==> config.mk <==
export PLATFORM = sky130hd
export DESIGN_NAME = laf_commutation
export DESIGN_NICKNAME = d
export VERILOG_FILES = /design/src/design/laf_pkg.sv /design/src/design/laf_commutation.sv /design/src/design/load_meter.sv /design/src/design/rate_accumulator.sv
export VERILOG_INCLUDE_DIRS = /design/src /design/src/design
export SDC_FILE = /design/constraint.sdc
export NUM_CORES = 1
export LEC_CHECK = 0
export ABC_AREA = 1
export ABC_CLOCK_PERIOD_IN_PS = 11100
export BUFFER_PORTS_ARGS = -buffer_cell sky130_fd_sc_hd__buf_2
export CORE_ASPECT_RATIO = 1.5
export CORE_MARGIN = 4
export CORE_UTILIZATION = 55
export CTS_BUF_LIST = sky130_fd_sc_hd__clkbuf_4
export DETAILED_ROUTE_END_ITERATION = 10
export PLACE_DENSITY = 0.82
export SYNTH_ARGS = -nofsm -noshare
export SYNTH_HDL_FRONTEND = slang
export SYNTH_HIERARCHICAL = 1
export SYNTH_SLANG_ARGS = --single-unit
==> constraint.sdc <==
create_clock -name clk_sys -period 11.1 [get_ports clk_sys]
set_input_delay 1.11 -clock clk_sys [delete_from_list [all_inputs] [get_ports clk_sys]]
set_output_delay 1.11 -clock clk_sys [all_outputs]
set_load 0.02 [all_outputs]
==> src/design/laf_params.svh <==
// Offsets, field positions, reset values and counts of the fullstep block.
// Included by the design files; definitions only.
`ifndef LAF_PARAMS_SVH
`define LAF_PARAMS_SVH

`define LAF_OFS_MODE_MIN      8'h00
`define LAF_OFS_LOAD_MIN      8'h04
`define LAF_OFS_MAX_VEL       8'h08
`define LAF_OFS_CHOP_CFG      8'h0C
`define LAF_OFS_LOAD_CFG      8'h10
`define LAF_OFS_RAMP_CTRL     8'h14
`define LAF_OFS_RAMP_STAT     8'h18
`define LAF_OFS_LOAD_VAL      8'h1C
`define LAF_OFS_RAMP_VEL      8'h20
`define LAF_OFS_MS_CNT        8'h24
`define LAF_OFS_POS           8'h28

`define LAF_CHOP_OFF_LSB      0
`define LAF_CHOP_TBL_LSB      4
`define LAF_CHOP_VHIGHFS_BIT  18
`define LAF_CHOP_VHIGHCHM_BIT 19
`define LAF_LOAD_PW_LSB       0
`define LAF_LOAD_SENS_LSB     16
`define LAF_STAT_STOP_BIT     0
`define LAF_STAT_STALL_BIT    1
`define LAF_STAT_FULL_BIT     2

`define LAF_RST_OFF_TIME      4'h3
`define LAF_RST_TBL           2'h1
`define LAF_RST_PW            10'h040
`define LAF_RST_SENS          8'h05

`define LAF_OFF_TIME_CAP      4'h8
`define LAF_BLANK_0           6'h10
`define LAF_BLANK_1           6'h18
`define LAF_BLANK_2           6'h24
`define LAF_BLANK_3           6'h36
`define LAF_FS_OFFSET         8'h80
`define LAF_FS_SPAN           9'h100
`define LAF_CREDIT_MAX        9'h1FF
`define LAF_METER_TIMEOUT     11'h7FF
`define LAF_LOAD_MAX          9'h1FF

`endif

==> src/design/laf_pkg.sv <==
// Types shared by the fullstep commutation block.
// No timing or offsets here; those live in laf_params.svh.
package laf_pkg;

  localparam int VEL_W = 23;

  typedef enum logic [2:0] {
    MEAS_IDLE  = 3'b001,
    MEAS_BLANK = 3'b010,
    MEAS_WAIT  = 3'b100
  } meas_state_e;

  typedef struct packed {
    logic [VEL_W-1:0] mode_min_velocity;
    logic [VEL_W-1:0] load_measure_min_velocity;
    logic [VEL_W-1:0] max_velocity;
    logic [3:0]       chopper_off_time;
    logic [1:0]       blank_time_select;
    logic             vhigh_fullstep;
    logic             vhigh_chopper;
    logic [9:0]       load_pulse_width;
    logic [7:0]       stall_sensitivity;
    logic             stop_on_stall_enable;
  } cfg_s;

endpackage

==> src/design/laf_commutation.sv <==
// Load-adaptive fullstep commutation for one stepper axis, AHB-Lite slave.
// Assumes a ramp generator supplying velocity and direction, and a power
// stage reporting coil settle; all inputs synchronous to clk_sys.
// Overview of operation
// - Fullstep at ramp velocity, slower under load
// - Zero minimum velocity disables the mode
// - Below minimum velocity use ordinary microsteps
// - Never step slower than minimum velocity
// - Quiet chopper off while fullstepping
// - Both high-speed flags needed for fullstep
// - Off-time settings above eight act as eight while fullstepping
// - Pulse width is the load reference
// - Higher stall setting means more sensitive
// - Stop-on-stall forces ramp velocity to zero
// - Status read releases the stall stop
// - Stall-stop event flag shows active stop
// - Load value reported, clamped at 511
// - Wave polarity fixed by counter quadrant
// - Velocity register shows unmodified ramp velocity
// - Without stop, motor resumes when load released
// - Blocked motor sets the stall flag
// - No stall detection below load minimum velocity; load value still measured
//
// The placing of the registers and register access over AHB-Lite are this design's own decisions.
`timescale 1ns/1ps
`include "laf_params.svh"
module laf_commutation (
  input  wire logic                      clk_sys,
  input  wire logic                      rstn,
  // Register bus
  input  wire logic                      hsel,
  input  wire logic [31:0]               haddr,
  input  wire logic [1:0]                htrans,
  input  wire logic                      hwrite,
  input  wire logic [2:0]                hsize,
  input  wire logic [31:0]               hwdata,
  input  wire logic                      hready,
  output logic                           hreadyout,
  output logic                           hresp,
  output logic [31:0]                    hrdata,
  // Motion side
  input  wire logic [laf_pkg::VEL_W-1:0] ramp_velocity,
  input  wire logic                      ramp_dir,
  output logic                           ramp_stop_request,
  output logic                           step_taken,
  output logic                           step_dir,
  input  wire logic                      coil_settled,
  output logic [9:0]                     microstep_counter,
  output logic                           coil_a_positive,
  output logic                           coil_b_positive,
  output logic                           fullstep_active,
  output logic                           quiet_chopper_disable,
  output logic [3:0]                     chopper_off_time_eff,
  output logic                           load_measure_active
);

  localparam int VW = laf_pkg::VEL_W;

  typedef struct packed {
    laf_pkg::cfg_s cfg;

    logic          wr_pending;
    logic [7:0]    wr_addr;
    logic [31:0]   rdata;

    logic [9:0]    ms_cnt;
    logic [31:0]   pos;

    logic [8:0]    credit;
    logic          stop_latched;
    logic          stall_flag;

    logic          step_taken;
    logic          step_dir;
  } axis_state_s;

  axis_state_s st_reg;
  axis_state_s st_next;

  logic        addr_ok;
  logic        stat_read;

  logic        mode_enabled;
  logic        run;

  logic        ramp_carry;
  logic        min_carry;
  logic        ramp_due;
  logic        fs_step;
  logic        us_step;

  logic        follow_ok;
  logic [8:0]  load_value;
  logic        stall_pulse;
  logic        stall_event;
  logic [12:0] lim_wide;
  logic [10:0] stall_limit;

  logic [9:0]  fs_pos;
  logic [31:0] step_delta;

  function automatic logic [5:0] blank_cycles(input logic [1:0] sel);
    case (sel)
      2'h0:    blank_cycles = `LAF_BLANK_0;
      2'h1:    blank_cycles = `LAF_BLANK_1;
      2'h2:    blank_cycles = `LAF_BLANK_2;
      default: blank_cycles = `LAF_BLANK_3;
    endcase
  endfunction

  function automatic logic [31:0] read_mux(input axis_state_s s,
                                           input logic [7:0] a,
                                           input logic [VW-1:0] vel,
                                           input logic full);
    read_mux = 32'h0000_0000;
    case (a)
      `LAF_OFS_MODE_MIN:  read_mux[VW-1:0] = s.cfg.mode_min_velocity;
      `LAF_OFS_LOAD_MIN:
        read_mux[VW-1:0] = s.cfg.load_measure_min_velocity;
      `LAF_OFS_MAX_VEL:   read_mux[VW-1:0] = s.cfg.max_velocity;
      `LAF_OFS_CHOP_CFG: begin
        read_mux[`LAF_CHOP_OFF_LSB +: 4]  = s.cfg.chopper_off_time;
        read_mux[`LAF_CHOP_TBL_LSB +: 2]  = s.cfg.blank_time_select;
        read_mux[`LAF_CHOP_VHIGHFS_BIT]   = s.cfg.vhigh_fullstep;
        read_mux[`LAF_CHOP_VHIGHCHM_BIT]  = s.cfg.vhigh_chopper;
      end
      `LAF_OFS_LOAD_CFG: begin
        read_mux[`LAF_LOAD_PW_LSB +: 10]  = s.cfg.load_pulse_width;
        read_mux[`LAF_LOAD_SENS_LSB +: 8] = s.cfg.stall_sensitivity;
      end
      `LAF_OFS_RAMP_CTRL: read_mux[0] = s.cfg.stop_on_stall_enable;
      `LAF_OFS_RAMP_STAT: begin
        read_mux[`LAF_STAT_STOP_BIT]  = s.stop_latched;
        read_mux[`LAF_STAT_STALL_BIT] = s.stall_flag;
        read_mux[`LAF_STAT_FULL_BIT]  = full;
      end
      `LAF_OFS_RAMP_VEL:  read_mux[VW-1:0] = vel;
      `LAF_OFS_MS_CNT:    read_mux[9:0] = s.ms_cnt;
      `LAF_OFS_POS:       read_mux = s.pos;
      default:            read_mux = 32'h0000_0000;
    endcase
  endfunction

  // Mode selection is combinational so it switches on the compare cycle
  assign mode_enabled = (st_reg.cfg.mode_min_velocity != '0);
  assign fullstep_active = mode_enabled && st_reg.cfg.vhigh_fullstep
                        && st_reg.cfg.vhigh_chopper
                        && (ramp_velocity > st_reg.cfg.mode_min_velocity);

  assign quiet_chopper_disable = fullstep_active;
  assign chopper_off_time_eff =
    (fullstep_active && st_reg.cfg.chopper_off_time > `LAF_OFF_TIME_CAP)
    ? `LAF_OFF_TIME_CAP : st_reg.cfg.chopper_off_time;

  assign load_measure_active =
    (ramp_velocity >= st_reg.cfg.load_measure_min_velocity);

  assign run      = !st_reg.stop_latched;
  assign ramp_due = (st_reg.credit >= `LAF_FS_SPAN);

  assign fs_step  = fullstep_active && run
                 && ((ramp_due && follow_ok) || min_carry);
  assign us_step  = !fullstep_active && run && ramp_carry;

  // Higher sensitivity lowers the settle-time limit for a stall
  assign lim_wide = {2'b00, st_reg.cfg.load_pulse_width, 1'b0}
                  - {1'b0, st_reg.cfg.stall_sensitivity, 4'h0};

  assign stall_limit = (lim_wide[12] || lim_wide == 13'h0000)
                     ? 11'h001 : lim_wide[10:0];

  assign stall_event = stall_pulse && fullstep_active
                    && load_measure_active;

  // Fullsteps land mid-quadrant so both polarities are unambiguous
  assign fs_pos = ramp_dir ? {st_reg.ms_cnt[9:8] - 2'h1, `LAF_FS_OFFSET}
                           : {st_reg.ms_cnt[9:8] + 2'h1, `LAF_FS_OFFSET};

  assign step_delta = fs_step ? {23'h00_0000, `LAF_FS_SPAN}
                              : 32'h0000_0001;

  rate_accumulator #(
    .VW (VW),
    .AW (24)
  ) u_ramp_acc (
    .clk_sys (clk_sys),
    .rstn    (rstn),
    .enable  (run),
    .clear   (1'b0),
    .rate    (ramp_velocity),
    .carry   (ramp_carry)
  );

  // Forced fullstep at minimum velocity
  rate_accumulator #(
    .VW (VW),
    .AW (32)
  ) u_min_acc (
    .clk_sys (clk_sys),
    .rstn    (rstn),
    .enable  (fullstep_active && run),
    .clear   (!fullstep_active || fs_step),
    .rate    (st_reg.cfg.mode_min_velocity),
    .carry   (min_carry)
  );

  // Settle time after each fullstep
  load_meter u_meter (
    .clk_sys      (clk_sys),
    .rstn         (rstn),
    .enable       (fullstep_active),
    .start        (fs_step),
    .coil_settled (coil_settled),
    .blank_cycles (blank_cycles(st_reg.cfg.blank_time_select)),
    .pulse_width  (st_reg.cfg.load_pulse_width),
    .stall_limit  (stall_limit),
    .follow_ok    (follow_ok),
    .load_value   (load_value),
    .stall_pulse  (stall_pulse)
  );

  // Zero wait states
  assign addr_ok   = hsel && htrans[1] && hready;

  assign stat_read = addr_ok && !hwrite
                  && (haddr[7:0] == `LAF_OFS_RAMP_STAT);

  always_comb begin
    st_next            = st_reg;
    st_next.step_taken = fs_step || us_step;
    st_next.step_dir   = ramp_dir;
    st_next.wr_pending = addr_ok && hwrite;

    // Address phase
    if (addr_ok) begin
      st_next.wr_addr = haddr[7:0];
      if (!hwrite) begin
        if (haddr[7:0] == `LAF_OFS_LOAD_VAL) begin
          st_next.rdata = {23'h00_0000, load_value};
        end else begin
          st_next.rdata = read_mux(st_reg, haddr[7:0], ramp_velocity,
                                   fullstep_active);
        end
      end
    end

    // Data phase write
    if (st_reg.wr_pending) begin
      case (st_reg.wr_addr)
        `LAF_OFS_MODE_MIN:
          st_next.cfg.mode_min_velocity = hwdata[VW-1:0];
        `LAF_OFS_LOAD_MIN:
          st_next.cfg.load_measure_min_velocity = hwdata[VW-1:0];
        `LAF_OFS_MAX_VEL:
          st_next.cfg.max_velocity = hwdata[VW-1:0];
        `LAF_OFS_CHOP_CFG: begin
          st_next.cfg.chopper_off_time  = hwdata[`LAF_CHOP_OFF_LSB +: 4];
          st_next.cfg.blank_time_select = hwdata[`LAF_CHOP_TBL_LSB +: 2];
          st_next.cfg.vhigh_fullstep    = hwdata[`LAF_CHOP_VHIGHFS_BIT];
          st_next.cfg.vhigh_chopper     = hwdata[`LAF_CHOP_VHIGHCHM_BIT];
        end
        `LAF_OFS_LOAD_CFG: begin
          st_next.cfg.load_pulse_width  = hwdata[`LAF_LOAD_PW_LSB +: 10];
          st_next.cfg.stall_sensitivity = hwdata[`LAF_LOAD_SENS_LSB +: 8];
        end
        `LAF_OFS_RAMP_CTRL:
          st_next.cfg.stop_on_stall_enable = hwdata[0];
        default: begin
        end
      endcase
    end

    // Credit of microsteps owed; fullsteps spend it 256 at a time once 256 are owed, forced fullsteps below that spend none
    if (!fullstep_active) begin
      st_next.credit = '0;
    end else begin
      if (fs_step && ramp_due) begin
        st_next.credit = st_reg.credit - `LAF_FS_SPAN;
      end
      if (ramp_carry && st_next.credit != `LAF_CREDIT_MAX) begin
        st_next.credit = st_next.credit + 9'h001;
      end
    end

    if (fs_step) begin
      st_next.ms_cnt = fs_pos;
    end else if (us_step) begin
      st_next.ms_cnt = ramp_dir ? st_reg.ms_cnt - 10'h001
                                : st_reg.ms_cnt + 10'h001;
    end

    if (fs_step || us_step) begin
      st_next.pos = ramp_dir ? st_reg.pos - step_delta
                             : st_reg.pos + step_delta;
    end

    // Set wins over the clear from a status read in the same cycle
    if (stat_read) begin
      st_next.stop_latched = 1'b0;
      st_next.stall_flag   = 1'b0;
    end
    if (stall_event) begin
      st_next.stall_flag = 1'b1;
      if (st_reg.cfg.stop_on_stall_enable) begin
        st_next.stop_latched = 1'b1;
      end
      // Without stop enable stepping simply carries on
    end
  end

  // Reset leaves the mode disabled
  always_ff @(posedge clk_sys or negedge rstn) begin
    if (!rstn) begin
      st_reg                       <= '0;
      st_reg.cfg.chopper_off_time  <= `LAF_RST_OFF_TIME;
      st_reg.cfg.blank_time_select <= `LAF_RST_TBL;
      st_reg.cfg.load_pulse_width  <= `LAF_RST_PW;
      st_reg.cfg.stall_sensitivity <= `LAF_RST_SENS;
    end else begin
      st_reg <= st_next;
    end
  end

  assign hreadyout         = 1'b1;
  assign hresp             = 1'b0;
  assign hrdata            = st_reg.rdata;

  assign ramp_stop_request = st_reg.stop_latched;
  assign step_taken        = st_reg.step_taken;
  assign step_dir          = st_reg.step_dir;

  assign microstep_counter = st_reg.ms_cnt;
  assign coil_a_positive   = (st_reg.ms_cnt[9:8] == 2'h3)
                          || (st_reg.ms_cnt[9:8] == 2'h0);
  assign coil_b_positive   = !st_reg.ms_cnt[9];

endmodule

==> src/design/load_meter.sv <==
// Measures coil settle time after each fullstep against the pulse width.
// Assumes coil_settled is synchronous to clk_sys.
`timescale 1ns/1ps
`include "laf_params.svh"
module load_meter (
  input  wire logic        clk_sys,
  input  wire logic        rstn,
  input  wire logic        enable,
  input  wire logic        start,
  input  wire logic        coil_settled,
  input  wire logic [5:0]  blank_cycles,
  input  wire logic [9:0]  pulse_width,
  input  wire logic [10:0] stall_limit,
  output logic             follow_ok,
  output logic [8:0]       load_value,
  output logic             stall_pulse
);

  typedef struct packed {
    laf_pkg::meas_state_e state;
    logic [10:0]          cnt;
    logic [8:0]           load;
    logic                 follow;
    logic                 stall;
  } meter_state_s;

  meter_state_s st_reg;
  meter_state_s st_next;
  logic [10:0]  margin;

  assign margin      = {1'b0, pulse_width} - st_reg.cnt;
  assign follow_ok   = st_reg.follow;
  assign load_value  = st_reg.load;
  assign stall_pulse = st_reg.stall;

  always_comb begin
    st_next       = st_reg;
    st_next.stall = 1'b0;
    if (!enable) begin
      st_next.state  = laf_pkg::MEAS_IDLE;
      st_next.follow = 1'b1;
    end else if (start) begin
      st_next.state  = laf_pkg::MEAS_BLANK;
      st_next.cnt    = '0;
      st_next.follow = 1'b0;
    end else begin
      case (st_reg.state)
        laf_pkg::MEAS_IDLE: begin
          st_next.cnt = '0;
        end
        laf_pkg::MEAS_BLANK: begin
          // Ringing right after a step would fake an early settle
          st_next.cnt = st_reg.cnt + 11'h001;
          if (st_reg.cnt == {5'h00, blank_cycles} - 11'h001) begin
            st_next.state = laf_pkg::MEAS_WAIT;
          end
        end
        laf_pkg::MEAS_WAIT: begin
          if (coil_settled || st_reg.cnt == `LAF_METER_TIMEOUT) begin
            st_next.state  = laf_pkg::MEAS_IDLE;
            st_next.follow = 1'b1;
            st_next.stall  = (st_reg.cnt >= stall_limit);
            if (st_reg.cnt >= {1'b0, pulse_width}) begin
              st_next.load = '0;
            end else if (margin > {2'b00, `LAF_LOAD_MAX}) begin
              st_next.load = `LAF_LOAD_MAX;
            end else begin
              st_next.load = margin[8:0];
            end
          end else begin
            st_next.cnt = st_reg.cnt + 11'h001;
          end
        end
        default: begin
          st_next.state = laf_pkg::MEAS_IDLE;
        end
      endcase
    end
  end

  always_ff @(posedge clk_sys or negedge rstn) begin
    if (!rstn) begin
      st_reg        <= '0;
      st_reg.state  <= laf_pkg::MEAS_IDLE;
      st_reg.follow <= 1'b1;
    end else begin
      st_reg <= st_next;
    end
  end

endmodule

==> src/design/rate_accumulator.sv <==
// Phase accumulator: one carry pulse per wrap at a programmed rate.
// Rate is added once per clk_sys cycle while enabled.
`timescale 1ns/1ps
module rate_accumulator #(
  parameter int VW = 23,
  parameter int AW = 24
) (
  input  wire logic          clk_sys,
  input  wire logic          rstn,
  input  wire logic          enable,
  input  wire logic          clear,
  input  wire logic [VW-1:0] rate,
  output logic               carry
);

  typedef struct packed {
    logic [AW-1:0] acc;
  } acc_state_s;

  acc_state_s  st_reg;
  acc_state_s  st_next;
  logic [AW:0] sum;

  // Carry does not look at clear, so a step may restart the interval
  assign sum   = {1'b0, st_reg.acc} + {{(AW+1-VW){1'b0}}, rate};
  assign carry = enable && sum[AW];

  always_comb begin
    st_next = st_reg;
    if (clear) begin
      st_next.acc = '0;
    end else if (enable) begin
      st_next.acc = sum[AW-1:0];
    end
  end

  always_ff @(posedge clk_sys or negedge rstn) begin
    if (!rstn) begin
      st_reg <= '0;
    end else begin
      st_reg <= st_next;
    end
  end

endmodule

==> impl_metrics.json <==
{
  "status": "completed",
  "final_hold_viol_count": 0,
  "setup_tns_ps": 0,
  "ys_seq_area_share_pct": 31.8,
  "wirelength_um": 65900,
  "clockBufferDepth": 3,
  "clk_pin_slew_ps": 70,
  "worst_slew_pin_slew_ps": 1160,
  "clk_latency_ps": 820,
  "grt_max_degree": 125,
  "drtAntennaViolNets": 0,
  "ys_types": 70,
  "slew_violations": 0,
  "cp_slowest_cell": "dfrtp_1",
  "min_path_type": "input port to async pin",
  "via_per_inst": 5.55,
  "num_vias": 21200,
  "cts_tree": "built",
  "final_area_mm2": 0.0231,
  "die_h_um": 250,
  "worstPathArrival_ps": 6300,
  "synth_area_leaders": "dfrtp_1 (31%), nand2_1 (17%), ha_1 (9.6%), inv_1 (8.4%), o21ai_0 (4.7%)",
  "largest_reg_flops": 147,
  "clock-root-buffer": "clkbuf_4",
  "fillerInstances": 3615,
  "r2r_slack_ps": 5470,
  "yosysMostFrequentCell": "nand2_1",
  "die_x_um": 170,
  "post_drt_wl_per_cell_um": 17.3,
  "coreArea_mm2": 0.0385,
  "p_per_area_mw_per_mm2": 222,
  "multiInputGateArea_mm2": 0.0121,
  "antenna_found_initial": 2,
  "port_buffers": 116,
  "ys_warn_count": 6,
  "cp_max_fo": 9,
  "avgSynthCellArea_um2": 6.82,
  "drc": 0,
  "die_area_mm2": 0.0425,
  "crit_path_end_kind": "flip-flop",
  "maxCapViolCount": 0,
  "worst-setup-path-type": "flip-flop to flip-flop",
  "fin_util_pct": 59.9,
  "numCtsBuffers": 73,
  "final_layout_size_suffix_gt1_share_pct": 11.3,
  "synthArstFlopShare_pct": 100,
  "post-dp-hpwl_um": 50900,
  "place_area_mm2": 0.0222,
  "initial_core_util_pct": 55.9,
  "power_uw": 5120,
  "post_cts_buffers": 0,
  "synth_top_area_share_pct": 30.8,
  "synth-edff-count": 0,
  "fp-row-count": 88,
  "ff_latch_area_mm2": 0.00684,
  "maxSlewHeadroom_pct": 22.7,
  "clock.fmax_ghz": 0.178,
  "rsz0062_at_grt": "false",
  "vdd_drop_max_uv": 98.1,
  "clock_sinks": 273,
  "drtIter0Drc": 1664,
  "overflow": 0,
  "worst_setup_path_start_kind": "flip-flop",
  "cts_resized": 0,
  "grt_pass1_vias": 20900,
  "syn_area_mm2": 0.0215,
  "synthFlopType": "dfrtp_1",
  "slowest_delay_ps": 450,
  "ctsHoldBuffers": 0,
  "stdcell_count": 3813,
  "grt_use_total_pct": 31.1,
  "required_ps": 11770,
  "grt_pass1_wl_um": 105000,
  "period_needed_ps": 5630,
  "setup_violations": 0,
  "gp_congestion": 0.978,
  "fin_skew_ps": 47.2,
  "dr.pass1.iters": 6,
  "ys_seq_elements": 273,
  "nets": 3532,
  "area_delta_synth_final_pct": 7.24,
  "htree_levels": 3,
  "fin_crit_sh_pct": 50.8,
  "p_leak_uw": 0.0129,
  "io_pins": 155,
  "synth_commonest_cells": "nand2_1 (970), inv_1 (481), dfrtp_1 (265), nor2_1 (221), o21ai_0 (201)",
  "dp.cells": 3682,
  "synthCells": 3158,
  "yosysTopAreaCell": "dfrtp_1",
  "cpMostUsedCell": "nand2_1"
}
## per-stage QoR
stage               setup WS (ps)  hold slack, ps
floorplan                    6360             450
global placement             5030             458
detailed placement           4910             461
CTS                          5580             424
global route                 5040             447
finish                       5470             388
## report_power, final
part / internal, µW / switching [µW] / leakage (µW)
Clock: 472 / 463 / 0.000552
Combinational: 915 / 1850 / 0.00908
Sequential: 1210 / 223 / 0.00322
Total: 2590 / 2530 / 0.0129
## worst max-delay path: cells and delay by family, from the launching register on
kind            cells  cell delay [ps]
simple gates       21             3270
buf+inv             5              770
fa+ha+maj           2              770
flops               1              450
compound gates      2              200
## cells in the final DEF, fill, tap and decap left out, drive strengths merged, types with 4 or more instances in the layout
master / count
dfstp: 8
xor2: 27
o21a: 4
nand4: 44
nor2: 257
a211oi: 5
nand3b: 15
diode: 4
or2: 11
nand3: 187
a21boi: 4
buf: 126
dfrtp: 265
a31oi: 9
fa: 6
ha: 165
and3: 4
a22o: 4
nor3b: 5
nor4: 6
o21bai: 9
o22ai: 35
a21oi: 148
clkinv: 27
nand2: 1006
conb: 10
xnor2: 15
clkbuf: 102
inv: 499
nor3: 36
a21o: 8
o21ai: 241
## layer usage
metal,vias up,routed length [µm],global-route usage [%]
li1,10300,-,-
met1,9712,23800,33.4
met2,817,31600,52.7
met3,307,4370,5.78
met4,0,6130,24.8
met5,-,0,0
## final cells by class
type | instances | area share [%]
tap | 495 | 2.68
timing repair buffer | 126 | 2.88
antenna | 4 | 0.0433
clock buffer | 102 | 3.31
multi-input combinational | 2284 | 52.6
sequential | 273 | 29.6
clock inverter | 25 | 0.682
inverter | 504 | 8.22
## cell families after synthesis
group / Yosys count / synth area share (%)
AO/OA/AOI/OAI: 483 / 12.4
AND/OR/NAND/NOR: 1575 / 31.7
adder cells (fa/ha/maj): 171 / 10.1
other: 2 / 0.0349
buffers and inverters: 609 / 12.0
flip-flops: 273 / 31.8
XOR/XNOR: 42 / 1.71
multiplexers: 3 / 0.157
## final timing paths
check                            startpoint                    to  depth (start not counted)
max in group asynchronous              rstn            st_reg[40]                          2
worst max-delay path            st_reg[188]            st_reg[33]                         30
worst max register to register  st_reg[188]            st_reg[33]                         30
worst min register to register   hrdata[23]            hrdata[23]                          2
min in group clk_sys             hrdata[23]            hrdata[23]                          2
worst min-delay path                   rstn  u_ramp_acc/st_reg[7]                          1
(Power assumes the default switching activity.)
